[config.mk]
export PLATFORM = sky130hd
export DESIGN_NAME = interrupt_and_flag_control
export DESIGN_NICKNAME = d
export VERILOG_FILES = /design/src/design/interrupt_and_flag_control.v
export VERILOG_INCLUDE_DIRS = /design/src /design/src/design
export SDC_FILE = /design/constraint.sdc
export NUM_CORES = 1
export LEC_CHECK = 0
export BUFFER_PORTS_ARGS = -buffer_cell sky130_fd_sc_hd__buf_2
export CAP_MARGIN = 20
export CORE_UTILIZATION = 53
export DETAILED_ROUTE_END_ITERATION = 10
export PLACE_DENSITY_LB_ADDON = 0.3
export SKIP_LAST_GASP = 1
export SYNTH_ARGS = -nofsm -noshare
export SYNTH_HDL_FRONTEND = slang
export SYNTH_SLANG_ARGS = --single-unit
[constraint.sdc]
create_clock -name clk_in -period 2.45 [get_ports clk_in]
set_clock_uncertainty 0.15 [all_clocks]
set_input_delay 0.245 -clock clk_in [delete_from_list [all_inputs] [get_ports clk_in]]
set_output_delay 0.245 -clock clk_in [all_outputs]
set_load 0.02 [all_outputs]
[src/design/int_ctl_consts.vh]
// Register offsets, field positions, reset values and vectors of the interrupt controller.
`ifndef INT_CTL_CONSTS_VH
`define INT_CTL_CONSTS_VH
`define ADDR_TIMER_CTL     2'h0
`define ADDR_SERIAL_CTL    2'h1
`define ADDR_INT_ENABLE    2'h2
`define ADDR_INT_PRIO      2'h3
`define RST_TIMER_CTL      8'h00
`define RST_SERIAL_CTL     8'h00
`define RST_INT_ENABLE     8'h00
`define RST_INT_PRIO       8'h00
`define BIT_TIMER1_OVF     7
`define BIT_TIMER1_RUN     6
`define BIT_TIMER0_OVF     5
`define BIT_TIMER0_RUN     4
`define BIT_EXT1_EDGE      3
`define BIT_EXT1_TYPE      2
`define BIT_EXT0_EDGE      1
`define BIT_EXT0_TYPE      0
`define BIT_MODE_HI        7
`define BIT_MODE_LO        6
`define BIT_MULTIPROC      5
`define BIT_RX_ALLOW       4
`define BIT_TX_NINTH       3
`define BIT_RX_NINTH       2
`define BIT_TX_DONE        1
`define BIT_RX_DONE        0
`define BIT_GLOBAL_ALLOW   7
`define IE_WRITE_MASK      8'h9f
`define IP_WRITE_MASK      8'h1f
`define VEC_RESET          16'h0000
`define VEC_BASE           16'h0003
`define VEC_STRIDE_SHIFT   3
`endif

[src/design/interrupt_and_flag_control.v]
// Interrupt controller with timer and serial control/status registers.
//
// Implementation choices: the plain strobed port and the register offsets.
`timescale 1ns/10ps
`include "int_ctl_consts.vh"

// Functional notes
// - Exactly five request sources accepted
// - Vectors 0003h upward, eight bytes apart
// - Pending enabled request forces vectored call
// - High priority preempts low priority routine
// - Global allow clear blocks every interrupt
// - Enable register holds per-source enables
// - Priority register holds per-source priorities
// - Timer overflow flags set, cleared on vector
// - Edge flags set, cleared on vector
// - Type bits select edge or level
// - Run bits switch timers on/off
// - Transmit done set by hardware, software clears
// - Receive done set by hardware, software clears
// - Serial request is OR of done flags
// - Two mode bits select serial mode
// - Multiproc bit drops ninth-bit-zero frames
// - Receive allow bit enables reception
// - Ninth transmit bit; ninth received bit
// - External pins sampled as request inputs
module interrupt_and_flag_control #(
    parameter NUM_SRC = 5
) (
    // Clock and reset.
    input  wire        clk_in,
    input  wire        reset_in,
    // Register port.
    input  wire [1:0]  reg_addr_in,
    input  wire [7:0]  reg_wdata_in,
    input  wire        reg_wr_in,
    input  wire        reg_rd_in,
    output reg  [7:0]  reg_rdata_out,
    // External request pins, active low.
    input  wire        ext0_pin_n_in,
    input  wire        ext1_pin_n_in,
    // Events from timers and serial port.
    input  wire        timer0_ovf_in,
    input  wire        timer1_ovf_in,
    input  wire        tx_byte_sent_in,
    input  wire        rx_byte_in,
    input  wire        rx_ninth_in,
    // Controls to timers and serial port.
    output wire        timer0_run_out,
    output wire        timer1_run_out,
    output wire [1:0]  serial_mode_out,
    output wire        rx_allow_out,
    output wire        tx_ninth_bit_out,
    // CPU core handshake.
    output wire        int_call_out,
    output wire [15:0] int_vector_out,
    input  wire        int_ack_in,
    input  wire        int_return_in
);

    // Source indices in vector order; the pick and the vector clears
    // share them, so the two can never disagree about a source.
    localparam [2:0] SRC_EXT0 = 3'h0;
    localparam [2:0] SRC_TIM0 = 3'h1;
    localparam [2:0] SRC_EXT1 = 3'h2;
    localparam [2:0] SRC_TIM1 = 3'h3;
    localparam [2:0] SRC_SER  = 3'h4;

    // Registers; each control register is one word of flops.
    reg  [7:0] timer_ctl_status_reg_r;
    reg  [7:0] serial_ctl_status_reg_r;
    reg  [7:0] int_enable_register_r;
    reg  [7:0] int_priority_register_r;
    reg        hi_active_r;
    reg        lo_active_r;

    // Decoded fields.
    wire [1:0] pin_n_bus;
    wire [1:0] pin_type;
    wire [1:0] pin_flag;
    wire [1:0] pin_fall;
    wire [1:0] pin_req;
    wire       ext0_fall;
    wire       ext1_fall;
    wire       ext0_req;
    wire       ext1_req;
    wire       rx_accept;
    wire [NUM_SRC-1:0] raw_req;
    wire [NUM_SRC-1:0] en_req;
    wire [NUM_SRC-1:0] hi_req;
    wire [NUM_SRC-1:0] lo_req;
    reg  [2:0] sel_idx;
    reg        sel_hi;
    reg        sel_valid;
    wire       take;
    wire       ack_ext0;
    wire       ack_tim0;
    wire       ack_ext1;
    wire       ack_tim1;
    wire       wr_timer_ctl_status;
    wire       wr_serial_ctl_status;

    // Both request pins share one structure, so one loop builds them.
    // Index 0 is external pin 0 and index 1 is external pin 1; the type
    // and edge flag bits of each pin are gathered beside its pin.
    assign pin_n_bus = {ext1_pin_n_in, ext0_pin_n_in};
    assign pin_type  = {timer_ctl_status_reg_r[`BIT_EXT1_TYPE],
                        timer_ctl_status_reg_r[`BIT_EXT0_TYPE]};
    assign pin_flag  = {timer_ctl_status_reg_r[`BIT_EXT1_EDGE],
                        timer_ctl_status_reg_r[`BIT_EXT0_EDGE]};

    genvar p;
    generate
        for (p = 0; p < 2; p = p + 1) begin : g_pin
            reg [1:0] sync_r;
            reg       prev_r;
            // Pins come from outside the clock domain; two flops before use.
            // Reset loads the idle high level into all three flops, so no
            // false falling edge is seen when reset lets go.
            always @(posedge clk_in) begin
                if (reset_in) begin
                    sync_r <= 2'h3;
                    prev_r <= 1'b1;
                end else begin
                    sync_r <= {sync_r[0], pin_n_bus[p]};
                    prev_r <= sync_r[1];
                end
            end
            // A falling edge is high then low on the second flop.
            assign pin_fall[p] = prev_r & ~sync_r[1];
            // Level mode follows the synchronized pin and is never latched.
            assign pin_req[p]  = pin_type[p] ? pin_flag[p] :
                                 ~sync_r[1];
        end
    endgenerate

    // Named views of the loop outputs for the flag and request logic.
    assign ext0_fall = pin_fall[0];
    assign ext1_fall = pin_fall[1];
    assign ext0_req  = pin_req[0];
    assign ext1_req  = pin_req[1];

    // Source order is the vector order, external 0 at bit 0.
    // The serial source is one request raised by either done flag.
    assign raw_req = {serial_ctl_status_reg_r[`BIT_TX_DONE] |
                      serial_ctl_status_reg_r[`BIT_RX_DONE],
                      timer_ctl_status_reg_r[`BIT_TIMER1_OVF],
                      ext1_req,
                      timer_ctl_status_reg_r[`BIT_TIMER0_OVF],
                      ext0_req};
    // The global allow gates every source before priority splits them.
    assign en_req = raw_req & int_enable_register_r[NUM_SRC-1:0] &
                    {NUM_SRC{int_enable_register_r[`BIT_GLOBAL_ALLOW]}};
    // above
    // A source's priority bit decides which group it joins.
    assign hi_req = en_req & int_priority_register_r[NUM_SRC-1:0];
    assign lo_req = en_req & ~int_priority_register_r[NUM_SRC-1:0];

    // Fixed-order pick; a high request wins over any low one.
    // The lower index wins among equals, so external 0 goes first.
    // A low request waits while either level is open; a high one only
    // waits for an open high level, which is how preemption happens.
    always @* begin
        sel_idx   = SRC_EXT0;
        sel_hi    = 1'b0;
        sel_valid = 1'b0;
        if (|hi_req && !hi_active_r) begin
            sel_hi    = 1'b1;
            sel_valid = 1'b1;
            casez (hi_req)
                5'b????1: sel_idx = SRC_EXT0;
                5'b???10: sel_idx = SRC_TIM0;
                5'b??100: sel_idx = SRC_EXT1;
                5'b?1000: sel_idx = SRC_TIM1;
                default:  sel_idx = SRC_SER;
            endcase
        end else if (|lo_req && !hi_active_r && !lo_active_r) begin
            sel_valid = 1'b1;
            casez (lo_req)
                5'b????1: sel_idx = SRC_EXT0;
                5'b???10: sel_idx = SRC_TIM0;
                5'b??100: sel_idx = SRC_EXT1;
                5'b?1000: sel_idx = SRC_TIM1;
                default:  sel_idx = SRC_SER;
            endcase
        end
    end

    // The core sees a call request and the vector; ack takes it.
    // Both are combinational, so the core may ack in the very cycle in
    // which a flag first shows. The vector idles at the first source's
    // address while no call stands; the core must read it only together
    // with a call. A flag is cleared at the edge that takes its call, so
    // a taken timer or edge-mode source is not offered twice. The serial source has no
    // clear here: its done flags belong to software, and a routine that
    // returns without clearing them is simply called again.
    assign int_call_out   = sel_valid;
    assign int_vector_out = `VEC_BASE +
                            ({13'h0000, sel_idx} << `VEC_STRIDE_SHIFT);
    assign take     = sel_valid & int_ack_in;
    assign ack_ext0 = take & (sel_idx == SRC_EXT0);
    assign ack_tim0 = take & (sel_idx == SRC_TIM0);
    assign ack_ext1 = take & (sel_idx == SRC_EXT1);
    assign ack_tim1 = take & (sel_idx == SRC_TIM1);

    // Active levels; a return closes the highest open level.
    // An ack outranks a return in the same cycle, so a new level is never
    // lost; that return is then ignored and the core must send it again.
    always @(posedge clk_in) begin
        if (reset_in) begin
            hi_active_r <= 1'b0;
            lo_active_r <= 1'b0;
        end else if (take) begin
            if (sel_hi) begin
                hi_active_r <= 1'b1;
            end else begin
                lo_active_r <= 1'b1;
            end
        end else if (int_return_in) begin
            if (hi_active_r) begin
                hi_active_r <= 1'b0;
            end else begin
                lo_active_r <= 1'b0;
            end
        end
    end

    // Write strobes decoded per control register.
    assign wr_timer_ctl_status = reg_wr_in & (reg_addr_in == `ADDR_TIMER_CTL);
    assign wr_serial_ctl_status = reg_wr_in & (reg_addr_in == `ADDR_SERIAL_CTL);
    // Frames with ninth bit zero are dropped while the filter is on.
    // A dropped frame leaves both the done flag and the ninth bit alone,
    // so a filtering receiver never wakes its routine for data bytes.
    assign rx_accept = rx_byte_in &
                       serial_ctl_status_reg_r[`BIT_RX_ALLOW] &
                       ~(serial_ctl_status_reg_r[`BIT_MULTIPROC] &
                         ~rx_ninth_in);

    // Timer control; hardware set wins over a software clear or vectoring.
    // The order of the statements below carries that rule: the later
    // assignment to a bit wins, so the software write comes first, then
    // the vector clears, then the hardware sets. Reordering them would
    // let an overflow in the cycle of a clear be lost.
    always @(posedge clk_in) begin
        if (reset_in) begin
            timer_ctl_status_reg_r <= `RST_TIMER_CTL;
        end else begin
            if (wr_timer_ctl_status) begin
                timer_ctl_status_reg_r <= reg_wdata_in;
            end
            if (ack_tim1) begin
                timer_ctl_status_reg_r[`BIT_TIMER1_OVF] <= 1'b0;
            end
            if (ack_tim0) begin
                timer_ctl_status_reg_r[`BIT_TIMER0_OVF] <= 1'b0;
            end
            if (ack_ext1) begin
                timer_ctl_status_reg_r[`BIT_EXT1_EDGE] <= 1'b0;
            end
            if (ack_ext0) begin
                timer_ctl_status_reg_r[`BIT_EXT0_EDGE] <= 1'b0;
            end
            if (timer1_ovf_in) begin
                timer_ctl_status_reg_r[`BIT_TIMER1_OVF] <= 1'b1;
            end
            if (timer0_ovf_in) begin
                timer_ctl_status_reg_r[`BIT_TIMER0_OVF] <= 1'b1;
            end
            // Edge flags only latch in edge mode, so level mode stays clean.
            if (ext1_fall && timer_ctl_status_reg_r[`BIT_EXT1_TYPE]) begin
                timer_ctl_status_reg_r[`BIT_EXT1_EDGE] <= 1'b1;
            end
            if (ext0_fall && timer_ctl_status_reg_r[`BIT_EXT0_TYPE]) begin
                timer_ctl_status_reg_r[`BIT_EXT0_EDGE] <= 1'b1;
            end
        end
    end

    // Serial control; vectoring leaves the done flags for software.
    // A byte event in the cycle of a software write still sets its flag,
    // so software never loses a completion it has not yet seen.
    always @(posedge clk_in) begin
        if (reset_in) begin
            serial_ctl_status_reg_r <= `RST_SERIAL_CTL;
        end else begin
            if (wr_serial_ctl_status) begin
                serial_ctl_status_reg_r <= reg_wdata_in;
            end
            if (tx_byte_sent_in) begin
                serial_ctl_status_reg_r[`BIT_TX_DONE] <= 1'b1;
            end
            if (rx_accept) begin
                serial_ctl_status_reg_r[`BIT_RX_DONE] <= 1'b1;
                serial_ctl_status_reg_r[`BIT_RX_NINTH] <= rx_ninth_in;
            end
        end
    end

    // Enable and priority registers; reserved bits stay zero.
    // The write masks keep them so, which means reads show zero there and
    // no reserved bit can ever reach the request logic.
    always @(posedge clk_in) begin
        if (reset_in) begin
            int_enable_register_r   <= `RST_INT_ENABLE;
            int_priority_register_r <= `RST_INT_PRIO;
        end else if (reg_wr_in) begin
            if (reg_addr_in == `ADDR_INT_ENABLE) begin
                int_enable_register_r <= reg_wdata_in & `IE_WRITE_MASK;
            end
            if (reg_addr_in == `ADDR_INT_PRIO) begin
                int_priority_register_r <= reg_wdata_in & `IP_WRITE_MASK;
            end
        end
    end

    // Read data stands only in the cycle after the strobe.
    // Returning zero otherwise keeps the bus quiet; a master that samples
    // a cycle late sees zero, never stale data that looks valid.
    // Reads have no side effects: no flag is cleared by reading it.
    always @(posedge clk_in) begin
        if (reset_in) begin
            reg_rdata_out <= 8'h00;
        end else if (reg_rd_in) begin
            case (reg_addr_in)
                `ADDR_TIMER_CTL:  reg_rdata_out <= timer_ctl_status_reg_r;
                `ADDR_SERIAL_CTL: reg_rdata_out <= serial_ctl_status_reg_r;
                `ADDR_INT_ENABLE: reg_rdata_out <= int_enable_register_r;
                default:          reg_rdata_out <= int_priority_register_r;
            endcase
        end else begin
            reg_rdata_out <= 8'h00;
        end
    end

    // Controls straight from register bits.
    // They follow a write one cycle later, as the registers do.
    assign timer0_run_out   = timer_ctl_status_reg_r[`BIT_TIMER0_RUN];
    assign timer1_run_out   = timer_ctl_status_reg_r[`BIT_TIMER1_RUN];
    assign serial_mode_out  = {serial_ctl_status_reg_r[`BIT_MODE_HI],
                               serial_ctl_status_reg_r[`BIT_MODE_LO]};
    assign rx_allow_out     = serial_ctl_status_reg_r[`BIT_RX_ALLOW];
    assign tx_ninth_bit_out = serial_ctl_status_reg_r[`BIT_TX_NINTH];

endmodule

==> results.md, run 1 <==
Status:
- The flow ran to the end, and the final reports show no timing, DRC or antenna violations.

Pwr:
- Sequential cells account for 55.2% of the total power.
- For this design the static power due to leakage is 1.09 nW.
- Of the total power, the share spent switching nets is between 20 and 30%.
- The total power draw is 1.36 mW.
- The part of the power in combinational logic is between 10% and 20%.
- The switching component of the power is 0.371 mW.
- Cell internal power was estimated by the tool at ~1 mW.
- Of the total power, the clock network draws 32.7%.
- The worst voltage drop across the vdd grid is ~0.39 mV.
- The power per unit of standard cell area is 548 nW/um2.

CTS:
- After clock tree synthesis, the clock-pin slew on the worst setup and hold paths is roughly 0.08 ns.
- The latest clock arrival within the worst-skew pair is 0.30 ns.
- The clock tree from TritonCTS is yes.
- Counting every sink on the clock net gives 43.
- CTS placed an instance of clkbuf_8 at the clock tree root.
- The total number of H-tree levels is 2.
- Post-CTS timing repair inserted 0 buffers for setup.
- Counting along the longest clock path gives a buffer depth of 2.
- Buffers inserted during clock tree synthesis total 5.

Synth:
- The most used flip-flop cell after synthesis is dfxtp_1.
- In the synthesized netlist, the cells that appear most often are dfxtp_1, nor2_1, mux2i_1.
- After synthesis, the mean cell area works out to 9.42 um2.
- The number of warnings printed during yosys synthesis is 0.
- The synthesized design contains 43 register bits.
- The count of distinct cell types in the synthesized netlist is between 50 and 60.
- dfxtp_1 takes more of the synthesized area than any other cell.
- In this run the cell area of the synthesized design comes to between 2000 and 2500 um2.
- In the post-synthesis netlist, the cell with the most instances is dfxtp_1.
- The post-synthesis async set-or-reset flop share is 0%.
- Sequential cells were found to cover 38.9% of the synthesized design area.
- After synthesis, the largest area contributor takes up about 39% of total cell area.
- In the synthesized netlist, the number of instances is 235.
- In this run, synthesis inferred 0 flip-flops with an integrated enable.
- In the post-synthesis netlist, the biggest area contributors are dfxtp_1, mux2i_1, buf_4, mux4_2, nor2_1.

Layout:
- The fraction of the core area covered by cells at the end of the flow is 62.1%.
- The final layout net count is 295.
- The number of filler instances in the final layout is 370.
- Of the cells placed in the final design, the portion with a size suffix greater than 1 is 30.1%.
- The repair_antennas step left the layout with diodes totalling 0.
- The post-route non-filler standard cell count is 322.
- The post-route standard cell area excluding fillers is 2480 um2.
- The post-synthesis to final-layout area growth is 12.2%.

Detailed routing:
- For this run, design rule violations remaining after detail routing come to 0.
- Across all layers, the routed design uses 1,782 vias.
- The average routed wire per standard cell is 14.7 um.
- The remaining antenna violation count after routing is 0.
- The via density per instance is 5.53.
- The number of search-and-repair iterations in the first detailed-routing pass is 4.
- After the first detailed-routing iteration, the DRC count stood at 86.
- Wires add up to 4720 um.

Timing:
- Setup total negative slack on the finished layout was measured at 0 ns.
- The relative slew slack is 55.6%.
- Setup repair after global routing could not meet its margin everywhere.
- For the finished layout, the period the worst path requires is 2.38 ns.
- The fraction of the cycle the final worst path needs is 97.2%.
- Setup violations remaining at the end of the flow were counted as 0.
- The worst hold slack is 0.0255 ns.
- Timing would allow up to 420 MHz.
- Across all setup checks in the final design, the least slack found is 0.0691 ns.
- At the pin with the least slew margin, the transition time is 0.666 ns.
- The final number of hold-violating endpoints came to 0.
- The number of slew-limit violations in the final report is 0.

Global route:
- The initial antenna violation count is 0.
- Global routing finished with a remaining overflow of 0.
- The number of global-route vias before repair is 1,635.
- The first-pass GRT wire length is 7960 um.
- The largest net degree at the start of global routing is 37.
- Across every metal layer, demand over resource in global routing totals 24.4%.

Setup path:
- The signal on the critical path passes through nor2b_4, or3_4, and4_1, a21o_1, a21oi_1, buf_2.
- For the worst setup path, the data arrival time is 1.99 ns.
- The required time of the critical path is 2.06 ns.
- The category of the worst setup path launch point is a register.
- The highest net fanout along the worst path is 5.
- The largest individual stage delay along the critical path comes from the cell or3_4.
- The worst setup path is of the register to output port kind.
- In this design, the stage delay of the slowest critical-path cell is 0.42 ns.
- STA classifies the critical path endpoint as an output port.

Floorplanning:
- The effective utilization at floorplan is 55.3%.
- The initialized floorplan defines 23 standard-cell rows.
- The area of the die is 4440 um2.
- The floorplan step set the die height to 66.6 um.
- The region available for standard cell placement spans 4000 um2.
- 54 I/O pins were placed.
- The horizontal die dimension is 66.6 um.

Placed design:
- The instance area at placement is 2350 um2.
- The detailed placer's ending HPWL is 3380 um.
- The congestion estimate from routability-driven global placement came to between 0.8 and 0.9.
- The placed cell count is approximately 310.
- The number of buffers inserted by port buffering is 40.
- Before CTS, the worst setup slack after placement is 0.240 ns.

Flow run:
- The tool flagged a number of max-cap violations equal to 0.

Hold path:
- The path class of the tightest hold or removal check is primary input to register.
==> repair_timing <==
item / in CTS / in global routing
hold endpoints to repair: 2 / 0
hold buffers: 2 / 0
setup endpoints to repair: 3 / 4
gates resized for setup: 2 / 6
==> registers in the layout (all words and copies together), names as in the netlist <==
register and cells:
reg_rdata_out 8, serial_ctl_status_reg_r 8, timer_ctl_status_reg_r 8, int_enable_register_r 6
int_priority_register_r 5, g_pin.sync_r 4, g_pin.prev_r 2, hi_active_r 1
lo_active_r 1
==> cell usage in the layout, fill, tap and decap left out, types with 6 or more instances in the layout <==
| master | n |
|---|---|
| conb_1 | 13 |
| dfxtp_1 | 40 |
| a21oi_1 | 13 |
| nand3_1 | 14 |
| mux2i_1 | 22 |
| nor2_1 | 23 |
| buf_2 | 40 |
| nor2b_1 | 9 |
| or2_2 | 6 |
| nand2_1 | 14 |
==> final timing paths <==
| check | startpoint | end | slack [ns] | depth (start not counted) |
|---|---|---|---|---|
| worst max-delay path | timer_ctl_status_reg_r[0] | int_vector_out[5] | 0.07 | 6 |
| worst min-delay path | tx_byte_sent_in | serial_ctl_status_reg_r[1] | 0.03 | 3 |
| worst max register to register | timer_ctl_status_reg_r[2] | timer_ctl_status_reg_r[7] | 0.44 | 6 |
| worst min register to register | g_pin[0].sync_r[0] | g_pin[0].sync_r[1] | 0.26 | 1 |
==> per-layer routing <==
| layer | global-route usage [%] | part of all wire [%] | vias up |
|---|---|---|---|
| li1 | - | - | 877 |
| met1 | 31.0 | 45 | 834 |
| met2 | 40.4 | 48 | 65 |
| met3 | 5.65 | 5.4 | 6 |
| met4 | 7.98 | 1.3 | 0 |
| met5 | 0 | 0 | - |
==> critical path: cells and delay by family, from the launching register on <==
family          cells  cell delay (ns)
buf+inv             1             0.18
simple gates        3             0.81
flops               1             0.36
compound gates      2             0.34
==> power by group through the flow <==
stage                     Clock [mW]  Sequential (mW)  Combinational (mW)
after floorplan                    0            0.765               0.132
after global placement             0            0.766               0.157
after detailed placement           0            0.767               0.160
after CTS                      0.453            0.751               0.163
after global routing           0.483            0.756               0.179
final                          0.445            0.751               0.163
==> cell families (layout without fill, tap and decap cells) <==
kind of cell / Yosys count / after routing / synth area share (%)
flops: 43 / 43 / 38.9
buf+inv: 31 / 57 / 9.33
mux: 27 / 27 / 15.2
other cells: 2 / 13 / 0.339
simple gates: 95 / 95 / 23.7
compound gates: 37 / 37 / 12.5
==> final cells by class <==
| class | count | area, um2 | share of cell area [%] |
|---|---|---|---|
| Clock buffer | 5 | 68.8 | 2.77 |
| Sequential cell | 43 | 867 | 34.9 |
| Timing Repair Buffer | 44 | 235 | 9.48 |
| Clock inverter | 2 | 13.8 | 0.554 |
| Inverter | 6 | 23.8 | 0.958 |
| Tap cell | 50 | 62.6 | 2.52 |
| Multi-Input combinational cell | 172 | 1210 | 48.8 |
(Power assumes the default switching activity.)
==> run 2, diff against run 1 <==
--- a/config.mk
+++ b/config.mk
@@ -11,6 +11,7 @@
 export CORE_UTILIZATION = 53
 export DETAILED_ROUTE_END_ITERATION = 10
 export PLACE_DENSITY_LB_ADDON = 0.3
+export REMOVE_ABC_BUFFERS = 1
 export SKIP_LAST_GASP = 1
 export SYNTH_ARGS = -nofsm -noshare
 export SYNTH_HDL_FRONTEND = slang
==> run 2 against run 1 <==
  * Sequential cell count is the same
  * Register-to-register slack worse by 0.15 ns
  * Combinational power barely moved
  * Design area rose by 2.3%
  * Power rose by 11%
  * Clock power is 32% higher
  * Worst setup slack worse by 0.0073 ns
  * Worst hold slack worse by 0.012 ns
  * Non-clock buffer count rose by 2
  * First-iteration DRC count rose by 21%
  * Count of clock-buffer cells in the layout is 1 higher
  * Critical endpoint is now int_vector_out[4]
  * Largest cell class unchanged
  * Largest power group unchanged
==> results.md, run 2 (synthesized netlist as in run 1, its figures left out) <==
Status:
- The flow ran to the end, and the final reports show no timing, DRC or antenna violations.

Global route:
- The total global routing overflow is 0 (unchanged).
- The first-pass GRT wire length came to 7600 um (-4.6%).
- The layer flagged by global routing as most heavily used is met2.
- The number of global-route vias before repair came to 1,563 (-4.4%).
- The initial antenna violation count is 0 (unchanged).
- The met2 usage in global routing is 39.1% (-1.3 points).
- The global router's overall resource usage came to 23.5% (-0.96 points).
- The met1 global-route usage came to 30.2% (-0.84 points).
- The met3 track demand over resource is 4.11% (-1.5 points).
- The largest net degree at the start of global routing was 37 (unchanged).

CTS:
- The total number of H-tree levels is 2 (unchanged).
- The number of clock buffers inserted by TritonCTS came to 5 (unchanged).
- The latest clock arrival within the worst-skew pair is 0.31 ns (about the same).
- The tree is rooted in a clkbuf_8.
- The count of clock tree sinks is 43 (unchanged).
- The clock transition at the register clock pins on the worst setup and hold paths after CTS came to 0.08 ns (about the same).
- The buffer levels on the longest clock path is 2 (unchanged).
- TritonCTS built the clock tree.

Setup path:
- The number of cells traversed by the worst register-to-register path is 7 (+1).
- The kind of cell with the highest combined delay along the critical path is simple AND/OR/NAND/NOR gates.
- The register-to-register setup slack was 0.29 ns (-0.15 ns).
- The critical path class is register to output port.
- STA classifies the critical path endpoint as an output port.
- The category of the worst setup path launch point is a register.
- The worst register-to-register path begins at timer_ctl_status_reg_r[2].
- The delay of the slowest critical-path stage is 0.53 ns (+0.11 ns).
- The endpoint identified for the worst register-to-register timing path is timer_ctl_status_reg_r[3].
- The highest net fanout along the worst path came to 5 (unchanged).
- The arrival time at the worst endpoint is 1.99 ns (about the same).
- The required time of the critical path is 2.06 ns (about the same).
- Walking the worst path, the cells encountered are nor2b_4, or4_4, a211oi_2, o2111ai_2, clkinv_2, buf_2.
- The total buffers and inverters traversed by the critical path is 2 (+1).
- The worst-path cell with the longest stage delay is or4_4.

Layout:
- The number of filler instances in the final layout is 355 (-4.1%).
- The final layout net count is 297 (+0.68%).
- The library cells used most frequently in the layout, excluding fill and tap cells, are buf_2, dfxtp_1, nor2_1, mux2i_1.
- The post-route standard cell area excluding fillers is 2540 um2 (+2.3%).
- The post-synthesis to final-layout area growth is 14.8%.
- The post-route non-filler standard cell count is 325 (+0.93%).
- The share of layout cells above drive strength 1 is 31.6% (+1.5 points).
- The library cell used most frequently in the layout, excluding fill and tap cells, is buf_2.
- The largest registers in the layout are reg_rdata_out x8, serial_ctl_status_reg_r x8, timer_ctl_status_reg_r x8.
- The antenna cell count is 0 (unchanged).

Detailed routing:
- The average routed wire per standard cell was 14.8 um (+1.2%).
- The total wire length was 4830 um (+2.2%).
- The number of search-and-repair iterations in the first detailed-routing pass is 6 (+2).
- The iteration-0 DRC count of the detailed router came to 104 (+21%).
- The count of vias placed by the detailed router came to 1,786 (+0.22%).
- The via density per instance was 5.50 (-0.70%).
- The remaining antenna violation count after routing is 0 (unchanged).
- The remaining design rule violation count is 0 (unchanged).

Floorplanning:
- The number of ports placed on the die boundary is 54 (unchanged).
- The area of the die is 4440 um2 (unchanged).
- The horizontal die dimension came to 66.6 um (unchanged).
- The number of cell rows is 23 (unchanged).
- The effective utilization at floorplan is 55.3% (unchanged).
- The y dimension of the die came to 66.6 um (unchanged).
- The area inside the core boundary is 4000 um2 (unchanged).

Timing:
- The fraction of the cycle the final worst path needs is 97.5% (+0.30 points).
- Setup repair after global routing could not meet its margin everywhere.
- The total of endpoints with negative setup slack in the final report was 0 (unchanged).
- The final number of hold-violating endpoints came to 0 (unchanged).
- The relative slew slack is 57.3% (+1.7 points).
- The transition time at the pin with the least slew margin came to 0.641 ns (-0.0252 ns).
- The time the worst path needs with I/O delays and setup was 2.39 ns (+0.00733 ns).
- The number of slew-limit violations in the final report is 0 (unchanged).
- The setup TNS is 0 ns (unchanged).
- The highest attainable clock frequency is 419 MHz (-0.31%).
- The final worst-path setup slack is 0.0617 ns (-0.00733 ns).

Placed design:
- The placed cell count is 313 (unchanged).
- The instance area at placement is 2350 um2 (unchanged).
- The routability congestion estimate is 0.886 (+2.1%).
- The number of buffers inserted by port buffering is 40 (unchanged).
- The worst setup slack before clock tree synthesis is 0.200 ns (-0.0406 ns).
- The detailed placer's ending HPWL came to 3470 um (+2.6%).

Pwr:
- The worst voltage drop across the vdd grid came to 0.343 mV (-12%).
- The power per unit of standard cell area came to 593 nW/um2 (+8.2%).
- The total power draw is 1.50 mW (+11%).
- The leakage power of the design came to 1.12 nW (+2.6%).

Flow run:
- The number of maximum-capacitance constraint violations came to 0 (unchanged).

Hold path:
- The sink of the worst hold path is serial_ctl_status_reg_r[1].
- The critical hold path startpoint is tx_byte_sent_in.
- The hold path depth is 3 (unchanged).
- The worst hold-check path type is primary input to register.
[run 2: worst max-delay path by stage]
| stage | end | from | slack (ns) | cells past startpoint |
|---|---|---|---|---|
| after global placement | int_vector_out[5] | int_enable_register_r[7] | 0.22 | 7 |
| after global routing | int_vector_out[5] | timer_ctl_status_reg_r[2] | -0.02 | 7 |
| after CTS | int_call_out | timer_ctl_status_reg_r[2] | 0.03 | 6 |
| after detailed placement | int_vector_out[5] | int_enable_register_r[7] | 0.20 | 7 |
| after floorplan | int_vector_out[5] | int_enable_register_r[7] | 0.34 | 5 |
| final | int_vector_out[4] | timer_ctl_status_reg_r[2] | 0.06 | 6 |
[run 2: per-layer routing]
layer	part of all wire [%]	vias up
met5	0	-
met2	49	35
met4	1.5	0
met1	46	858
li1	-	885
met3	3.0	8
[run 2: worst reg2reg max path, stage by stage (launching register included)]
cell and delay [ns]:
dfxtp_2 0.35, nor2b_4 0.14, or4_4 0.53, a211oi_2 0.22
o2111ai_2 0.20, buf_4 0.18, o2bb2ai_1 0.12, a21o_1 0.15
[run 2: layout make-up]
cell class / count / area [um2] / area share [%]
Timing Repair Buffer: 46 / 250 / 9.85
Clock inverter: 2 / 38.8 / 1.53
Multi-Input combinational cell: 172 / 1210 / 47.8
Clock buffer: 6 / 82.6 / 3.25
Inverter: 6 / 23.8 / 0.936
Sequential cell: 43 / 868 / 34.2
Tap cell: 50 / 62.6 / 2.46
[run 2: where the power goes]
| group | switching, mW | total (mW) | internal [mW] | leakage [nW] |
|---|---|---|---|---|
| clock network | 0.253 | 0.589 | 0.335 | 0.0618 |
| registers | 0.0262 | 0.752 | 0.726 | 0.353 |
| logic | 0.0954 | 0.164 | 0.0689 | 0.704 |
[run 2: through the flow]
stage          utilization [%]  hold WS [ns]
4_1_cts                   62.5        0.0140
3_5_place_dp              58.7         0.249
6_report                  63.5        0.0135
3_3_place_gp              58.7         0.240
5_1_grt                   63.5        0.0248
2_1_floorplan                -         0.160
[run 2: timing repair]
item | in CTS | in global routing
endpoints found under the setup margin | 4 | 4
resized for setup | 2 | 8
hold endpoints to repair | 2 | 0
buffers inserted | 0 | 2
pin swaps | 0 | 1
hold buffers | 2 | 0
==> run 3, diff against run 2 <==
--- a/config.mk
+++ b/config.mk
@@ -8,6 +8,7 @@
 export LEC_CHECK = 0
 export BUFFER_PORTS_ARGS = -buffer_cell sky130_fd_sc_hd__buf_2
 export CAP_MARGIN = 20
+export CORE_MARGIN = 5
 export CORE_UTILIZATION = 53
 export DETAILED_ROUTE_END_ITERATION = 10
 export PLACE_DENSITY_LB_ADDON = 0.3
==> run 3 against run 2 <==
  * Sequential share of layout area is 0.28 points lower
  * Final cell count stayed put
  * Sequential power hardly changed
  * Register-to-register slack better by 0.11 ns
  * Worst hold slack better by 0.012 ns
  * Count of clock-buffer cells in the layout is 1 lower
  * Fmax is 0.50% lower
  * Die area is 25% higher
  * Wire length is 7.0% higher
  * Sequential cell count stayed put
==> results.md, run 3 (synthesized netlist as in run 1, its figures left out) <==
Layout:
- The post-synthesis to final-layout area growth is 15.0%.
- The most frequent standard cell in the layout excluding fill and tap cells is dfxtp_1.
- The antenna cell count is 0 (unchanged).
- The library cells used most frequently in the layout, excluding fill and tap cells, are dfxtp_1, buf_2, nor2_1, mux2i_1, nand2_1.
- The final layout net count came to 298 (+0.34%).
- The largest registers in the layout are reg_rdata_out x8, serial_ctl_status_reg_r x8, timer_ctl_status_reg_r x8.
- The share of layout cells above drive strength 1 came to 31.6% (unchanged).
- The fraction of the core area covered by cells at the end of the flow is 63.2% (-0.30 points).
- The post-route non-filler standard cell count is 325 (unchanged).

Setup path:
- The highest net fanout along the worst path is 7 (+2).
- The required time of the critical path was 2.06 ns (about the same).
- The critical path class is register to output port.
- Traced cell by cell, the critical path runs through buf_6, nand3b_1, nor3_1, nor4_2, a211oi_2, nand2_1, a21oi_1, buf_4.
- The total buffers and inverters traversed by the critical path is 2 (unchanged).
- The register-to-register setup slack is 0.40 ns (+0.11 ns).
- The category of the worst setup path launch point is a register.
- The kind of cell with the highest combined delay on the critical path is simple AND/OR/NAND/NOR gates.
- The worst-path cell with the longest stage delay is dfxtp_2.
- The arrival time at the worst endpoint is 2.01 ns (+0.02 ns).
- The delay of the slowest critical-path stage was 0.34 ns (-0.19 ns).
- STA classifies the critical path endpoint as an output port.

Timing:
- The transition time at the pin with the least slew margin is 0.645 ns (+0.00389 ns).
- The final number of hold-violating endpoints is 0 (unchanged).
- The highest attainable clock frequency is 417 MHz (-0.50%).
- The final worst-path setup slack is 0.0498 ns (-0.0119 ns).
- The number of slew-limit violations in the final report is 0 (unchanged).
- The time the worst path needs with I/O delays and setup is 2.40 ns (+0.0119 ns).
- The total of endpoints with negative setup slack in the final report came to 0 (unchanged).
- The relative slew slack is 57.0% (-0.26 points).
- The setup TNS is 0 ns (unchanged).
- Setup repair after global routing could not meet its margin everywhere.
- The fraction of the cycle the final worst path needs is 98.0% (+0.49 points).
- The worst hold slack came to 0.0260 ns (+0.0124 ns).

Detailed routing:
- The remaining design rule violation count was 0 (unchanged).
- The count of vias placed by the detailed router is 1,791 (+0.28%).
- The total wire length is 5160 um (+7.0%).
- The average routed wire per standard cell is 15.9 um (+7.0%).
- The remaining antenna violation count after routing is 0 (unchanged).
- The via density per instance was 5.51 (+0.28%).
- The number of search-and-repair iterations in the first detailed-routing pass is 4 (-2).
- The iteration-0 DRC count of the detailed router is 89 (-14%).

Hold path:
- The worst hold-check path type is primary input to register.

Pwr:
- The worst voltage drop across the vdd grid was 0.367 mV (+7.1%).
- The leakage power of the design is 1.12 nW (about the same).
- The power per unit of standard cell area is 575 nW/um2 (-2.9%).

CTS:
- The clock transition at the register clock pins on the worst setup and hold paths after CTS came to 0.08 ns (about the same).
- The total number of H-tree levels is 2 (unchanged).
- The clock tree root driver cell is clkbuf_8.
- The total setup buffers inserted after CTS is 0 (unchanged).
- The count of clock tree sinks was 43 (unchanged).
- The latest clock arrival within the worst-skew pair is 0.31 ns (about the same).
- The clock tree from TritonCTS is yes.
- The number of clock buffers inserted by TritonCTS is 5 (unchanged).
- The buffer levels on the longest clock path came to 2 (unchanged).

Placed design:
- The detailed placer's ending HPWL is 3650 um (+5.3%).
- The routability congestion estimate was 0.864 (-2.5%).
- The worst setup slack before clock tree synthesis is 0.317 ns (+0.117 ns).
- The number of buffers inserted by port buffering is 40 (unchanged).
- The placed cell count is 316 (+0.96%).

Floorplanning:
- The area inside the core boundary was 4030 um2 (+0.72%).
- The horizontal die dimension was 74.6 um (+12%).
- The y dimension of the die is 74.6 um (+12%).
- The number of cell rows is 23 (unchanged).
- The effective utilization at floorplan is 54.9% (-0.40 points).
- The area of the die is 5570 um2 (+25%).
- The number of ports placed on the die boundary is 54 (unchanged).

Flow run:
- The number of maximum-capacitance constraint violations was 0 (unchanged).

Global route:
- The first-pass GRT wire length came to 8210 um (+8.1%).
- The initial antenna violation count is 0 (unchanged).
- The number of global-route vias before repair came to 1,702 (+8.9%).
- The total global routing overflow came to 0 (unchanged).
- The global router's overall resource usage is 19.6% (-3.8 points).
- The largest net degree at the start of global routing is 37 (unchanged).

Status:
- The flow ran to the end, and the final reports show no timing, DRC or antenna violations.
-- run 3: cell types whose count changed in the layout (fill, tap and decap cells not counted), sizes merged --
cell	delta
buf	+1
inv	-1
clkinvlp	+1
clkbuf	-1
-- run 3: cell type report --
class	count	area, um2
clock buffers	5	68.8
fillers	384	1480
multi-input cells	172	1230
inverters	6	23.8
repair buffers	47	264
well taps	50	62.6
flip-flops and latches	43	863
clock inverters	2	37.5
-- run 3: worst min-delay path, stage by stage --
cell and delay [ns]:
buf_2 0.09, inv_1 0.04, a21oi_1 0.05
-- run 3: timing repair --
| item | 4_1_cts | 5_1_grt |
|---|---|---|
| pin swaps | 0 | 0 |
| resized for setup | 1 | 11 |
| hold endpoints to repair | 2 | 0 |
| setup endpoints to repair | 1 | 4 |
| hold buffers | 2 | 0 |
-- run 3: through the flow --
stage                     instance area, um2  power, mW
after floorplan                         2070      0.859
after global placement                  2370      0.926
after detailed placement                2370      0.929
after CTS                               2500       1.48
after global routing                    2550       1.53
final                                   2550       1.47
-- run 3: path summary, 6_finish.rpt --
| path | start | end | cells past startpoint |
|---|---|---|---|
| worst max-delay path | int_enable_register_r[7] | int_vector_out[5] | 8 |
| worst min-delay path | tx_byte_sent_in | serial_ctl_status_reg_r[1] | 3 |
| worst max register to register | timer_ctl_status_reg_r[2] | timer_ctl_status_reg_r[7] | 6 |
| worst min register to register | g_pin[1].sync_r[0] | g_pin[1].sync_r[1] | 1 |
-- run 3: metal layers --
layer / part of all wire (%) / track usage [%] / vias up / wire, um
met2: 50 / 32.9 / 44 / 2600
li1: - / - / 883 / -
met3: 6.6 / 4.01 / 9 / 339
met5: 0 / 0 / - / 0
met4: 1.8 / 8.50 / 0 / 92
met1: 41 / 24.5 / 855 / 2130
-- run 3: power breakdown --
| group | switching [mW] | internal, mW | total, mW |
|---|---|---|---|
| Clock | 0.248 | 0.298 | 0.546 |
| Combinational | 0.0979 | 0.0710 | 0.169 |
| Sequential | 0.0245 | 0.726 | 0.750 |
| Total | 0.371 | 1.09 | 1.47 |
